## config.mk

```make
export PLATFORM = sky130hd
export DESIGN_NAME = pao_top
export DESIGN_NICKNAME = d
export VERILOG_FILES = /design/src/pao_pkg.sv /design/src/pao_stage.sv /design/src/pao_top.sv
export SDC_FILE = /design/constraint.sdc
export NUM_CORES = 1
export LEC_CHECK = 0
export ABC_CLOCK_PERIOD_IN_PS = 1900
export BUFFER_PORTS_ARGS = -buffer_cell sky130_fd_sc_hd__buf_2
export CAP_MARGIN = 20
export CELL_PAD_IN_SITES_DETAIL_PLACEMENT = 1
export CELL_PAD_IN_SITES_GLOBAL_PLACEMENT = 1
export CORE_MARGIN = 4
export CORE_UTILIZATION = 49
export CTS_BUF_LIST = sky130_fd_sc_hd__clkbuf_4
export DETAILED_ROUTE_END_ITERATION = 8
export HOLD_SLACK_MARGIN = 0.03
export PLACE_DENSITY = 0.92
export REMOVE_ABC_BUFFERS = 1
export SYNTH_ARGS = -nofsm -noshare
export SYNTH_HDL_FRONTEND = slang
export SYNTH_HIERARCHICAL = 1
export SYNTH_SLANG_ARGS = --single-unit
export TNS_END_PERCENT = 50
```

## constraint.sdc

```tcl
create_clock -name clk_sys_i -period 1.9 [get_ports clk_sys_i]
set_clock_uncertainty 0.1 [all_clocks]
set_input_delay 0.57 -clock clk_sys_i [delete_from_list [all_inputs] [get_ports clk_sys_i]]
set_output_delay 0.57 -clock clk_sys_i [all_outputs]
set_load 0.01 [all_outputs]
```

## src/pao_pkg.sv

```systemverilog
// Constants, types and timing counts for the pipelined converter output port.
// Assumes one 100 MHz sample clock and a synchronous active-high reset.
package pao_pkg;
    // ************************************************************
    // Widths
    // ************************************************************
    localparam int unsigned DATA_W = 8;
    localparam int unsigned STAGE_BITS = 2;
    localparam int unsigned NUM_STAGES = DATA_W / STAGE_BITS;
    localparam int unsigned FILL_W = 3;
    localparam int unsigned SYNC_DEPTH = 2;

    // ************************************************************
    // Timing
    // ************************************************************
    localparam int unsigned CLK_PERIOD_NS = 10;
    // Latency in half cycles, counted from the mid-cycle sampling instant
    localparam int unsigned LATENCY_HALF_CYCLES = 9;
    // Whole rising edges from the hold edge to the output register
    localparam int unsigned FILL_CYCLES = (LATENCY_HALF_CYCLES - 1) / 2;
    localparam logic [FILL_W-1:0] FILL_LAST = FILL_W'(FILL_CYCLES);

    // ************************************************************
    // Reset values and codes
    // ************************************************************
    localparam logic [DATA_W-1:0] CODE_BOTTOM = 8'h00;
    localparam logic [DATA_W-1:0] CODE_TOP = 8'hff;
    localparam logic [FILL_W-1:0] FILL_RESET = 3'h0;
    localparam logic [SYNC_DEPTH-1:0] SYNC_RESET = 2'h0;

    typedef enum logic [2:0]
    {
        PAO_ST_SLEEP = 3'b001,
        PAO_ST_FILL = 3'b010,
        PAO_ST_STREAM = 3'b100
    } pao_state_t;
endpackage : pao_pkg

```

## src/pao_stage.sv

```systemverilog
// One pipeline stage: resolves two bits of the held residue.
// Assumes an enable from the parent that freezes the stage in standby.
module pao_stage
#(
    parameter int unsigned STAGE_IDX = 0
)
(
    input wire logic clk_sys_i,
    input wire logic sys_rst_i,
    input wire logic en_i,
    input wire logic [pao_pkg::DATA_W-1:0] residue_i,
    input wire logic [pao_pkg::DATA_W-1:0] word_i,
    output logic [pao_pkg::DATA_W-1:0] residue_o,
    output logic [pao_pkg::DATA_W-1:0] word_o
);
    import pao_pkg::*;

    localparam int unsigned MSB = DATA_W - 1 - STAGE_IDX * STAGE_BITS;

    logic [DATA_W-1:0] residue_d;
    logic [DATA_W-1:0] residue_q;
    logic [DATA_W-1:0] word_d;
    logic [DATA_W-1:0] word_q;

    // ************************************************************
    // Stage decision and residue
    // ************************************************************
    always_comb
    begin
        residue_d = residue_q;
        word_d = word_q;
        if (en_i)
        begin
            // Residue moves left so the next stage sees its own bits on top
            residue_d = {residue_i[DATA_W-STAGE_BITS-1:0], {STAGE_BITS{1'b0}}};
            // Each stage drops its code into the travelling word, so the
            // codes of one sample stay aligned without extra delay lines
            word_d = word_i;
            word_d[MSB -: STAGE_BITS] = residue_i[DATA_W-1 -: STAGE_BITS];
        end
    end

    always_ff @(posedge clk_sys_i)
    begin
        if (sys_rst_i)
        begin
            residue_q <= CODE_BOTTOM;
            word_q <= CODE_BOTTOM;
        end
        else
        begin
            residue_q <= residue_d;
            word_q <= word_d;
        end
    end

    assign residue_o = residue_q;
    assign word_o = word_q;
endmodule : pao_stage

```

## src/pao_top.sv

```systemverilog
// Digital side of an 8-bit pipelined sampling converter with parallel output.
// Assumes the analog sample-and-hold delivers a quantised level on ain_level_i,
// synchronous to clk_sys_i, and that the tracking phase is the clock high half.
module pao_top
(
    input wire logic clk_sys_i,
    input wire logic sys_rst_i,
    input wire logic [pao_pkg::DATA_W-1:0] ain_level_i,
    input wire logic low_power_hold_request_i,
    input wire logic internal_reference_shutdown_i,
    input wire logic out_enable_n_i,
    output logic [pao_pkg::DATA_W-1:0] data_o,
    output logic data_oe_o,
    output logic data_valid_o,
    output logic ref_shutdown_o,
    output logic standby_o
);
    import pao_pkg::*;

    logic [SYNC_DEPTH-1:0] stby_sync_d;
    logic [SYNC_DEPTH-1:0] stby_sync_q;
    logic [SYNC_DEPTH-1:0] refsd_sync_d;
    logic [SYNC_DEPTH-1:0] refsd_sync_q;
    logic run;
    pao_state_t state_d;
    pao_state_t state_q;
    logic [FILL_W-1:0] fill_d;
    logic [FILL_W-1:0] fill_q;
    logic [DATA_W-1:0] data_d;
    logic [DATA_W-1:0] data_q;
    logic [DATA_W-1:0] residue [NUM_STAGES+1];
    logic [DATA_W-1:0] word [NUM_STAGES+1];

    // ************************************************************
    // Control pin synchronisers
    // ************************************************************
    // Pins are idle low, which means running on internal references
    always_comb
    begin
        stby_sync_d = {stby_sync_q[0], low_power_hold_request_i};
        refsd_sync_d = {refsd_sync_q[0], internal_reference_shutdown_i};
    end

    always_ff @(posedge clk_sys_i)
    begin
        if (sys_rst_i)
        begin
            stby_sync_q <= SYNC_RESET;
            refsd_sync_q <= SYNC_RESET;
        end
        else
        begin
            stby_sync_q <= stby_sync_d;
            refsd_sync_q <= refsd_sync_d;
        end
    end

    assign run = ~stby_sync_q[1];
    assign standby_o = stby_sync_q[1];
    assign ref_shutdown_o = refsd_sync_q[1];

    // ************************************************************
    // Conversion pipeline
    // ************************************************************
    // Stage 0 captures the level at the rising edge that ends the hold
    // phase; the sampling instant lies half a cycle earlier, at the end
    // of the tracking half, which makes the total latency 4.5 cycles
    assign residue[0] = ain_level_i;
    assign word[0] = CODE_BOTTOM;

    generate
        for (genvar k = 0; k < NUM_STAGES; k++)
        begin : g_stage
            pao_stage
            #(
                .STAGE_IDX(k)
            )
            u_stage
            (
                .clk_sys_i(clk_sys_i),
                .sys_rst_i(sys_rst_i),
                .en_i(run),
                .residue_i(residue[k]),
                .word_i(word[k]),
                .residue_o(residue[k+1]),
                .word_o(word[k+1])
            );
        end
    endgenerate

    // ************************************************************
    // Fill tracking and output register
    // ************************************************************
    always_comb
    begin
        state_d = state_q;
        fill_d = fill_q;
        data_d = data_q;
        if (run)
        begin
            data_d = word[NUM_STAGES];
        end
        case (state_q)
            PAO_ST_SLEEP:
            begin
                fill_d = FILL_RESET;
                if (run)
                begin
                    state_d = PAO_ST_FILL;
                end
            end
            PAO_ST_FILL:
            begin
                if (!run)
                begin
                    state_d = PAO_ST_SLEEP;
                    fill_d = FILL_RESET;
                end
                else if (fill_q == FILL_LAST)
                begin
                    state_d = PAO_ST_STREAM;
                end
                else
                begin
                    fill_d = fill_q + 3'h1;
                end
            end
            PAO_ST_STREAM:
            begin
                // Stays valid every cycle until standby freezes the pipe
                if (!run)
                begin
                    state_d = PAO_ST_SLEEP;
                    fill_d = FILL_RESET;
                end
            end
            default:
            begin
                state_d = PAO_ST_FILL;
                fill_d = FILL_RESET;
            end
        endcase
    end

    always_ff @(posedge clk_sys_i)
    begin
        if (sys_rst_i)
        begin
            state_q <= PAO_ST_FILL;
            fill_q <= FILL_RESET;
            data_q <= CODE_BOTTOM;
        end
        else
        begin
            state_q <= state_d;
            fill_q <= fill_d;
            data_q <= data_d;
        end
    end

    assign data_o = data_q;
    assign data_valid_o = (state_q == PAO_ST_STREAM);
    // Not synchronised on purpose: the enable must float the bus even with
    // the clock stopped. Capture logic sees data_o changing on rising
    // edges and so samples it on the falling edge, mid-cycle.
    assign data_oe_o = ~out_enable_n_i;

    // ************************************************************
    // Checks
    // ************************************************************
    // Output register loads four edges after stage 0; its value is sampled one edge later
    a_latency_exact: assert property (@(posedge clk_sys_i) disable iff (sys_rst_i)
        data_valid_o |-> data_o == $past(ain_level_i, 5))
        else $error("output word does not match sample taken five edges earlier");

    a_word_binary: assert property (@(posedge clk_sys_i) disable iff (sys_rst_i)
        data_valid_o && $past(ain_level_i, 5) == CODE_TOP |-> data_o == CODE_TOP)
        else $error("top of range did not give the highest code");

    a_stage_align: assert property (@(posedge clk_sys_i) disable iff (sys_rst_i)
        run ##1 run |=> word[2][DATA_W-1 -: 4] == $past(ain_level_i[DATA_W-1 -: 4], 2))
        else $error("stage codes of one sample are not aligned");

    a_fill_time: assert property (@(posedge clk_sys_i) disable iff (sys_rst_i)
        (state_q == PAO_ST_FILL && fill_q == FILL_RESET) ##0 run [*5] |=> data_valid_o)
        else $error("valid did not rise after the pipeline filled");

    a_valid_gapless: assert property (@(posedge clk_sys_i) disable iff (sys_rst_i)
        data_valid_o && run |=> data_valid_o)
        else $error("gap in valid output words");

    a_standby_hold: assert property (@(posedge clk_sys_i) disable iff (sys_rst_i)
        !run |=> $stable(data_o) && !data_valid_o)
        else $error("output changed or stayed valid during standby");

    a_standby_sync: assert property (@(posedge clk_sys_i) disable iff (sys_rst_i)
        ##2 standby_o == $past(low_power_hold_request_i, 2))
        else $error("standby pin not seen two edges later");

    a_refsd_sync: assert property (@(posedge clk_sys_i) disable iff (sys_rst_i)
        ##2 ref_shutdown_o == $past(internal_reference_shutdown_i, 2))
        else $error("reference shutdown pin not seen two edges later");

    a_oe_async: assert property (@(posedge clk_sys_i) disable iff (sys_rst_i)
        data_oe_o != out_enable_n_i)
        else $error("output enable does not follow its pin");

    c_fill_done: cover property (@(posedge clk_sys_i) disable iff (sys_rst_i)
        $rose(data_valid_o));
    c_standby_entry: cover property (@(posedge clk_sys_i) disable iff (sys_rst_i)
        data_valid_o ##1 !data_valid_o ##1 standby_o);
    c_bus_float: cover property (@(posedge clk_sys_i) disable iff (sys_rst_i)
        data_valid_o && !data_oe_o);
    c_top_code: cover property (@(posedge clk_sys_i) disable iff (sys_rst_i)
        data_valid_o && data_o == CODE_TOP);
endmodule : pao_top

```

Word-level counts from Yosys, hierarchy flattened
Index checks and enable logic that the tools add are counted.
{"block": "totals", "reg_bits": 50, "inputBits": 13, "output_inout_bits": 12, "wordCells": 33}
{"block": "classes", "add_sub_neg": 1, "eq_ne": 8, "mux": 9, "bitwise_logic": 1, "n_reduce_logical": 2}
{"cell": "$mux 3", "n": 7}
{"cell": "$pmux 3 s3", "n": 1}
{"cell": "$eq 3x3->1 const B", "n": 2}
{"cell": "$ne 3x3->1 const B", "n": 2}
{"cell": "$pmux 3 s2", "n": 1}
{"cell": "$add 3x1->3 const B", "n": 1}
{"cell": "$eq 3x1->1 const B", "n": 1}
{"cell": "$eq 3x2->1 const B", "n": 1}
{"cell": "$reduce_and 3->1", "n": 1}
{"cell": "$ne 2x1->1 const B", "n": 1}
{"cell": "$ne 2x2->1 const B", "n": 1}
{"cell": "$reduce_and 2->1", "n": 1}
{"cell": "$not 1->1", "n": 1}

Logic depth before layout (Yosys ltp)
Gate-level depths: netlist of the first run.
{"block": "depth", "ltp_word": 4, "mapped_depth": 6, "mapped_depth_nobuf": 5}

Cells and area by module
Netlist of the first run, hierarchy kept.
{"module": "pao_stage", "n_inst": 4, "cells_each": 48, "area_each_um2": 526.8, "seq_area_each_um2": 280.3}
{"module": "pao_top", "n_inst": 1, "cells_each": 81, "area_each_um2": 793.3, "seq_area_each_um2": 360.3}

Least setup slack after synthesis of the first run
Ideal clock, no wire load.
{"block": "synth_timing", "kind": "register to register", "from": "register stby_sync_q[1]", "to": "register g_stage[0].u_stage.residue_q[3]", "setup_time_ps": 128, "t_arrival_ps": 1328, "t_required_ps": 1672, "slack_ps": 344, "path_stages_with_launch": 7, "n_path_buf": 3, "synth_period_minus_slack_ps": 1556, "path_cell_list": "dfxtp_1 > buf_2 > inv_1 > buf_6 > buf_12 > mux2i_1 > nor2_1"}
{"item": "from (decl)", "line_no": "pao_top.sv:21", "rtl": "logic [SYNC_DEPTH-1:0] stby_sync_q;"}
{"item": "from (signal assigned)", "line_no": "pao_top.sv:53", "rtl": "stby_sync_q <= stby_sync_d;"}
{"item": "to (signal assigned)", "line_no": "pao_stage.sv:52", "rtl": "residue_q <= residue_d;"}
{"item": "to (decl)", "line_no": "pao_stage.sv:21", "rtl": "logic [DATA_W-1:0] residue_q;"}

Worst setup path in the final report of the first run
{"block": "layout_timing", "from": "register state_q[1]", "to": "output port data_valid_o"}
{"block": "layout_via", "elab_chain_len": 1}
{"item": "from (decl)", "line_no": "pao_top.sv:26", "rtl": "pao_state_t state_q;"}
{"item": "from (signal assigned)", "line_no": "pao_top.sv:155", "rtl": "state_q <= state_d;"}
{"item": "$eq 3x3->1", "line_no": "pao_top.sv:162", "rtl": "assign data_valid_o = (state_q == PAO_ST_STREAM);"}
{"item": "to (decl)", "line_no": "pao_top.sv:14", "rtl": "output logic data_valid_o,"}
Every way passes these cells.

==> results of run 1 <==
## worst min path at each step
stage	endpoint	cells past startpoint	startpoint
floorplan	refsd_sync_q[1]$_SDFF_PP0_	1	refsd_sync_q[0]$_SDFF_PP0_
global placement	refsd_sync_q[1]$_SDFF_PP0_	1	refsd_sync_q[0]$_SDFF_PP0_
detailed placement	stby_sync_q[1]$_SDFF_PP0_	1	stby_sync_q[0]$_SDFF_PP0_
CTS	stby_sync_q[0]$_SDFF_PP0_	2	low_power_hold_request_i
global route	stby_sync_q[0]$_SDFF_PP0_	2	low_power_hold_request_i
finish	stby_sync_q[0]$_SDFF_PP0_	2	low_power_hold_request_i
## worst max-delay path: cells and delay by family (launching register included)
kind / cells / cell delay [ns]
flops: 1 / 0.39
buf+inv: 1 / 0.13
simple gates: 2 / 0.25
## metal layers
metal / GRT usage / vias up / wire length [um]
li1: - / 654 / -
met1: 0.1845 / 607 / 1528
met2: 0.2500 / 26 / 1739
met3: 0.05540 / 14 / 164
met4: 0.1044 / 0 / 163
met5: 0 / - / 0
## layout make-up
class	instances	area (um^2)	share of cell area
flip-flops and latches	50	1005	0.4749
inverters	6	22.52	0.01064
clock inverters	1	7.507	0.003548
clock buffers	6	45.04	0.02129
multi-input cells	115	808.3	0.3820
repair buffers	30	165.2	0.07806
well taps	50	62.56	0.02957
## stage by stage
stage / setup WS, ns / total power [mW]
global placement: 0.4163 / 1.284
floorplan: -0.2088 / 1.231
global route: 0.006252 / 1.840
CTS: 0.01103 / 1.764
detailed placement: 0.3834 / 1.295
finish: 0.1103 / 1.737
## registers in the layout (all words and copies together), names as in the netlist
register	cells
state_q	3
fill_q	3
refsd_sync_q	2
data_o	8
g_stage.u_stage/residue_o	12
stby_sync_q	2
g_stage.u_stage/word_o	20
## where the power goes
part / switching, mW / internal [mW] / total [mW]
registers: 0.0257 / 1.09 / 1.12
clock network: 0.315 / 0.153 / 0.468
logic: 0.0820 / 0.0722 / 0.154
## repair_timing
action,4_1_cts,5_1_grt
endpoints found under the setup margin,1,1
resized for setup,1,2
hold endpoints to repair,0,0
## cell usage in the layout (no fill, tap or decap)
cell,instances
dfxtp_1,47
nor2_1,43
mux2i_1,40
buf_2,24
inv_1,6
o21ai_0,6
clkbuf_4,6
buf_4,6
nor2b_1,4
a21oi_2,3
dfxtp_2,3
xnor2_1,2
nand3_1,2
ha_1,2
nand2b_1,1
nand2_1,1
or4b_4,1
nand3_2,1
and2_2,1
nor4b_2,1
or4_4,1
o311ai_0,1
xor2_1,1
nor3_1,1
nor4b_1,1
o31ai_1,1
or3_1,1
clkinvlp_4,1
==> flow_summary.toml, run 1 <==
[die]
die_w_um = 72.06
io_pins = 25
core_um2 = 3971
fp.dieH_um = 72.06
dieArea_um2 = 5192
row_count = 23
start_util = 0.5063

[timing]
final-max-slew-violation-count = 0
relSlewSlack = 0.7554
finalSetupTns_ns = 0
min_period_over_period = 0.9419
timing.fmax_mhz = 558.8
hold_viol = 0
post-route-min-period_ns = 1.790
rsz0062_at_grt = "false"
worst_pin_slew_ns = 0.3660
setup_violations = 0
timing.hold.ws_ns = 0.3173

[drt]
route.detailed.drc = 0
vias = 1301
drt-total-wl_um = 3595
ant_nets = 0
vias_per_cell = 5.043
wl_per_cell_um = 13.93
drt_iter0_drc = 42
drt_pass1_iterations = 2

[critical_path]
worstPathArrival_ns = 1.12
path_class = "reg -> out"
critPathMaxFanout = 9
cpPeakStageDelay_ns = 0.39
worstSetupStartpointType = "flop"
end_kind = "primary output"
path_cells = "nand2b_1 > nor2_1 > buf_2"
r2r_start = "fill_q[0]$_SDFFE_PP0P_"
endpoint = "data_valid_o"
crit_start = "state_q[1]$_SDFFE_PP1P_"
ff2ff_path_depth = 5
critPathSlowestCell = "dfxtp_2"
worstPathRequired_ns = 1.23
regToRegSetupSlack_ns = 0.45
reg2reg_to = "fill_q[1]$_SDFFE_PP0P_"

[synthesis]
netlist_instances = 188
netlist_area_um2 = 2011
syn_area_per_cell_um2 = 10.70
ys_warn_count = 6

[finish]
fin_area_um2 = 2116
final_cells = 258
fin_nets = 223
fillCellCount = 460
fin_util = 0.5328
n_antenna_cell = 0
layout-drive-gt1-share = 0.2308
syn_to_final_growth_pct = 5.227

[run_status]
outcome = "finished, final reports clean"

[placement]
dpl_cell_area_um2 = 2059
place_hpwl_um = 2570
place.gp.congestion = 0.7010
dp.cells = 251
port_buffers = 24

[clock_network]
cts_hold_buf = 0
cts_tree = "yes"
path_clk_slew_ns = 0.13
cts_setup_buffers = 0
cts_buffers = 5
cts-root-buf = "clkbuf_4"
clock_path_buffers = 2
clkSinkCount = 50
insertion_delay_ns = 0.37
htreeDepth = 2

[grt]
grt_util_all_layers = 0.1595
antenna_found_initial = 0
grt_pass1_wl_um = 6313
gr-total-overflow = 0
grt_max_degree = 28
grt_pass1_vias = 1354

[power_and_ir_drop]
powerDensity_nw_per_um2 = 821.0
max-vdd-ir-drop_mv = 0.4891
power_leakage_nw = 1.060

[hold_path]
min_path_type = "in -> reg"

[job]
drv_cap = 0
Power figures use the tool's default switching activity.
==> run 2, diff against run 1 <==
--- a/config.mk
+++ b/config.mk
@@ -11,14 +11,13 @@
 export CELL_PAD_IN_SITES_DETAIL_PLACEMENT = 1
 export CELL_PAD_IN_SITES_GLOBAL_PLACEMENT = 1
 export CORE_MARGIN = 4
-export CORE_UTILIZATION = 49
+export CORE_UTILIZATION = 46
 export CTS_BUF_LIST = sky130_fd_sc_hd__clkbuf_4
 export DETAILED_ROUTE_END_ITERATION = 8
 export HOLD_SLACK_MARGIN = 0.03
-export PLACE_DENSITY = 0.92
+export PLACE_DENSITY = 0.91
 export REMOVE_ABC_BUFFERS = 1
 export SYNTH_ARGS = -nofsm -noshare
 export SYNTH_HDL_FRONTEND = slang
-export SYNTH_HIERARCHICAL = 1
 export SYNTH_SLANG_ARGS = --single-unit
 export TNS_END_PERCENT = 50
==> flow_summary.toml, run 2 <==
[clock_network]
path_clk_slew_ns = 0.13
cts_setup_buffers = 0
insertion_delay_ns = 0.36
post_cts_resize_count = 2
cts-root-buf = "clkbuf_4"
cts_buffers = 5
clkSinkCount = 50
cts_tree = "yes"
htreeDepth = 2
cts_hold_buf = 0
clock_path_buffers = 2

[drt]
drt-total-wl_um = 3442
vias = 1279
vias_per_cell = 5.075
wl_per_cell_um = 13.66
drt_iter0_drc = 50
drt_pass1_iterations = 4
route.detailed.drc = 0
ant_nets = 0

[synthesis]
netlist_instances = 181
ys_async_sr_fraction = 0
ys_warn_count = 0
ys_types = 25
ys.flop_type = "dfxtp_1"
netlist_top_cells_area = "dfxtp_1, mux2i_1, nor2_1, buf_2, ha_1"
synth_top_area_frac = 0.5391
syn_area_per_cell_um2 = 10.26
yosysSeqAreaShare = 0.5391
synth_common_cells = "dfxtp_1, nor2_1, mux2i_1"
ys_ff_latch = 50
synth_edf_count = 0
synth.largest_area_cell = "dfxtp_1"
netlist_area_um2 = 1857
yosysMostFrequentCell = "dfxtp_1"

[die]
fp.dieH_um = 71.54
core_um2 = 3771
start_util = 0.4924
die_w_um = 71.54
row_count = 22
io_pins = 25
dieArea_um2 = 5117

[critical_path]
crit_start = "state_q[1]$_SDFFE_PP1P_"
cpPeakStageDelay_ns = 0.40
path_buf_inv = 1
end_kind = "primary output"
path_cells = "nand2b_4 > nor2_2 > buf_2"
critPathSlowestCell = "dfxtp_4"
worstSetupStartpointType = "flop"
r2r_start = "stby_sync_q[1]$_SDFF_PP0_"
path_class = "reg -> out"
worstPathRequired_ns = 1.23
worstPathArrival_ns = 1.12
cp_top_family = "flip-flops"
critPathMaxFanout = 8

[hold_path]
min_path_type = "in -> reg"
worstHoldStart = "internal_reference_shutdown_i"

[placement]
place.gp.congestion = 0.7567
port_buffers = 24
dp.cells = 244
place_hpwl_um = 2493

[finish]
fin_util = 0.5528
syn_to_final_growth_pct = 12.26
layout-drive-gt1-share = 0.1961
mostFrequentLayoutCell = "dfxtp_1"
final_cell_mix = "dfxtp_1, nor2_1, mux2i_1"
fin_nets = 218
largest_reg_flops = 20
final_cells = 252
n_antenna_cell = 0
fillCellCount = 424

[power_and_ir_drop]
seqPwrFrac = 0.649
power_leakage_nw = 0.8424
p_switching_mw = 0.4148
p_sw_frac = 0.2409
p_int_mw = 1.307
max-vdd-ir-drop_mv = 0.4028
powerDensity_nw_per_um2 = 826.2
clkPwrFrac = 0.271
comb_power_share = 0.080

[grt]
grt_pass1_vias = 1336
gr-total-overflow = 0
grt_pass1_wl_um = 5871
grt_max_degree = 35
antenna_found_initial = 0
grt_util_all_layers = 0.1452

[timing]
rsz0062_at_grt = "false"
post-route-min-period_ns = 1.787
timing.hold.ws_ns = 0.3051
setup_violations = 0
relSlewSlack = 0.7569
timing.fmax_mhz = 559.6
final-max-slew-violation-count = 0
hold_viol = 0
min_period_over_period = 0.9406
worst_pin_slew_ns = 0.3638

[job]
drv_cap = 0

[run_status]
outcome = "finished, final reports clean"
[run 2: cell types whose count changed in the layout (fill, tap and decap cells not counted), sizes merged, moves of 2 or more]
cell / delta
and2: +2
buf: -3
clkinv: +2
xnor2: -2
[run 2: worst paths after layout]
kind | end | slack (ns) | cells after the start
max | data_valid_o | 0.11 | 3
min reg2reg | refsd_sync_q[1]$_SDFF_PP0_ | 0.36 | 1
max reg2reg | g_stage[1].u_stage.word_o[7]$_SDFFE_PP0N_ | 0.51 | 3
min | refsd_sync_q[0]$_SDFF_PP0_ | 0.31 | 2
[run 2: metal layers]
| layer | global-route usage | share of wire | vias to the layer above | routed length, um |
|---|---|---|---|---|
| li1 | - | - | 644 | - |
| met1 | 0.1545 | 0.42 | 612 | 1449 |
| met2 | 0.2633 | 0.53 | 17 | 1840 |
| met3 | 0.03506 | 0.026 | 6 | 88 |
| met4 | 0.07516 | 0.019 | 0 | 64 |
| met5 | 0 | 0 | - | 0 |
[run 2: power by group through the flow]
stage | Sequential [mW] | Combinational (mW) | Clock, mW
floorplan | 1.15 | 0.0771 | 0
global placement | 1.14 | 0.125 | 0
detailed placement | 1.14 | 0.139 | 0
CTS | 1.12 | 0.140 | 0.488
global route | 1.12 | 0.155 | 0.529
finish | 1.12 | 0.138 | 0.466
[run 2: cells by family after synthesis]
logic type	Yosys count	synth area share
compound gates	11	0.03639
xor+xnor	2	0.009436
fa+ha+maj	2	0.01347
buf+inv	17	0.04246
flops	50	0.5391
mux	40	0.2156
simple gates	59	0.1435
[run 2: area by class of cell]
type	count	area, um^2	area share
Sequential cell	50	1010	0.4844
Multi-Input combinational cell	114	787.0	0.3776
Timing Repair Buffer	27	155.1	0.07443
Tap cell	48	60.06	0.02881
Clock buffer	6	45.04	0.02161
Inverter	5	18.77	0.009004
Clock inverter	2	8.758	0.004202
[run 2: worst reg2reg max path, cell delays in order (launching register included)]
cell and delay, ns:
dfxtp_4 0.52, buf_4 0.35, mux2i_1 0.26, nor2_1 0.06
[run 2: metrics by stage]
step | instance area, um^2 | setup slack (ns) | power (mW) | TNS, ns
after global placement | 2013 | 0.4142 | 1.264 | 0
after CTS | 2069 | 0.003310 | 1.748 | 0
after global routing | 2085 | 0.01580 | 1.809 | 0
after floorplan | 1797 | -0.6163 | 1.222 | -15.81
after detailed placement | 2013 | 0.3855 | 1.283 | 0
final | 2085 | 0.1129 | 1.722 | 0
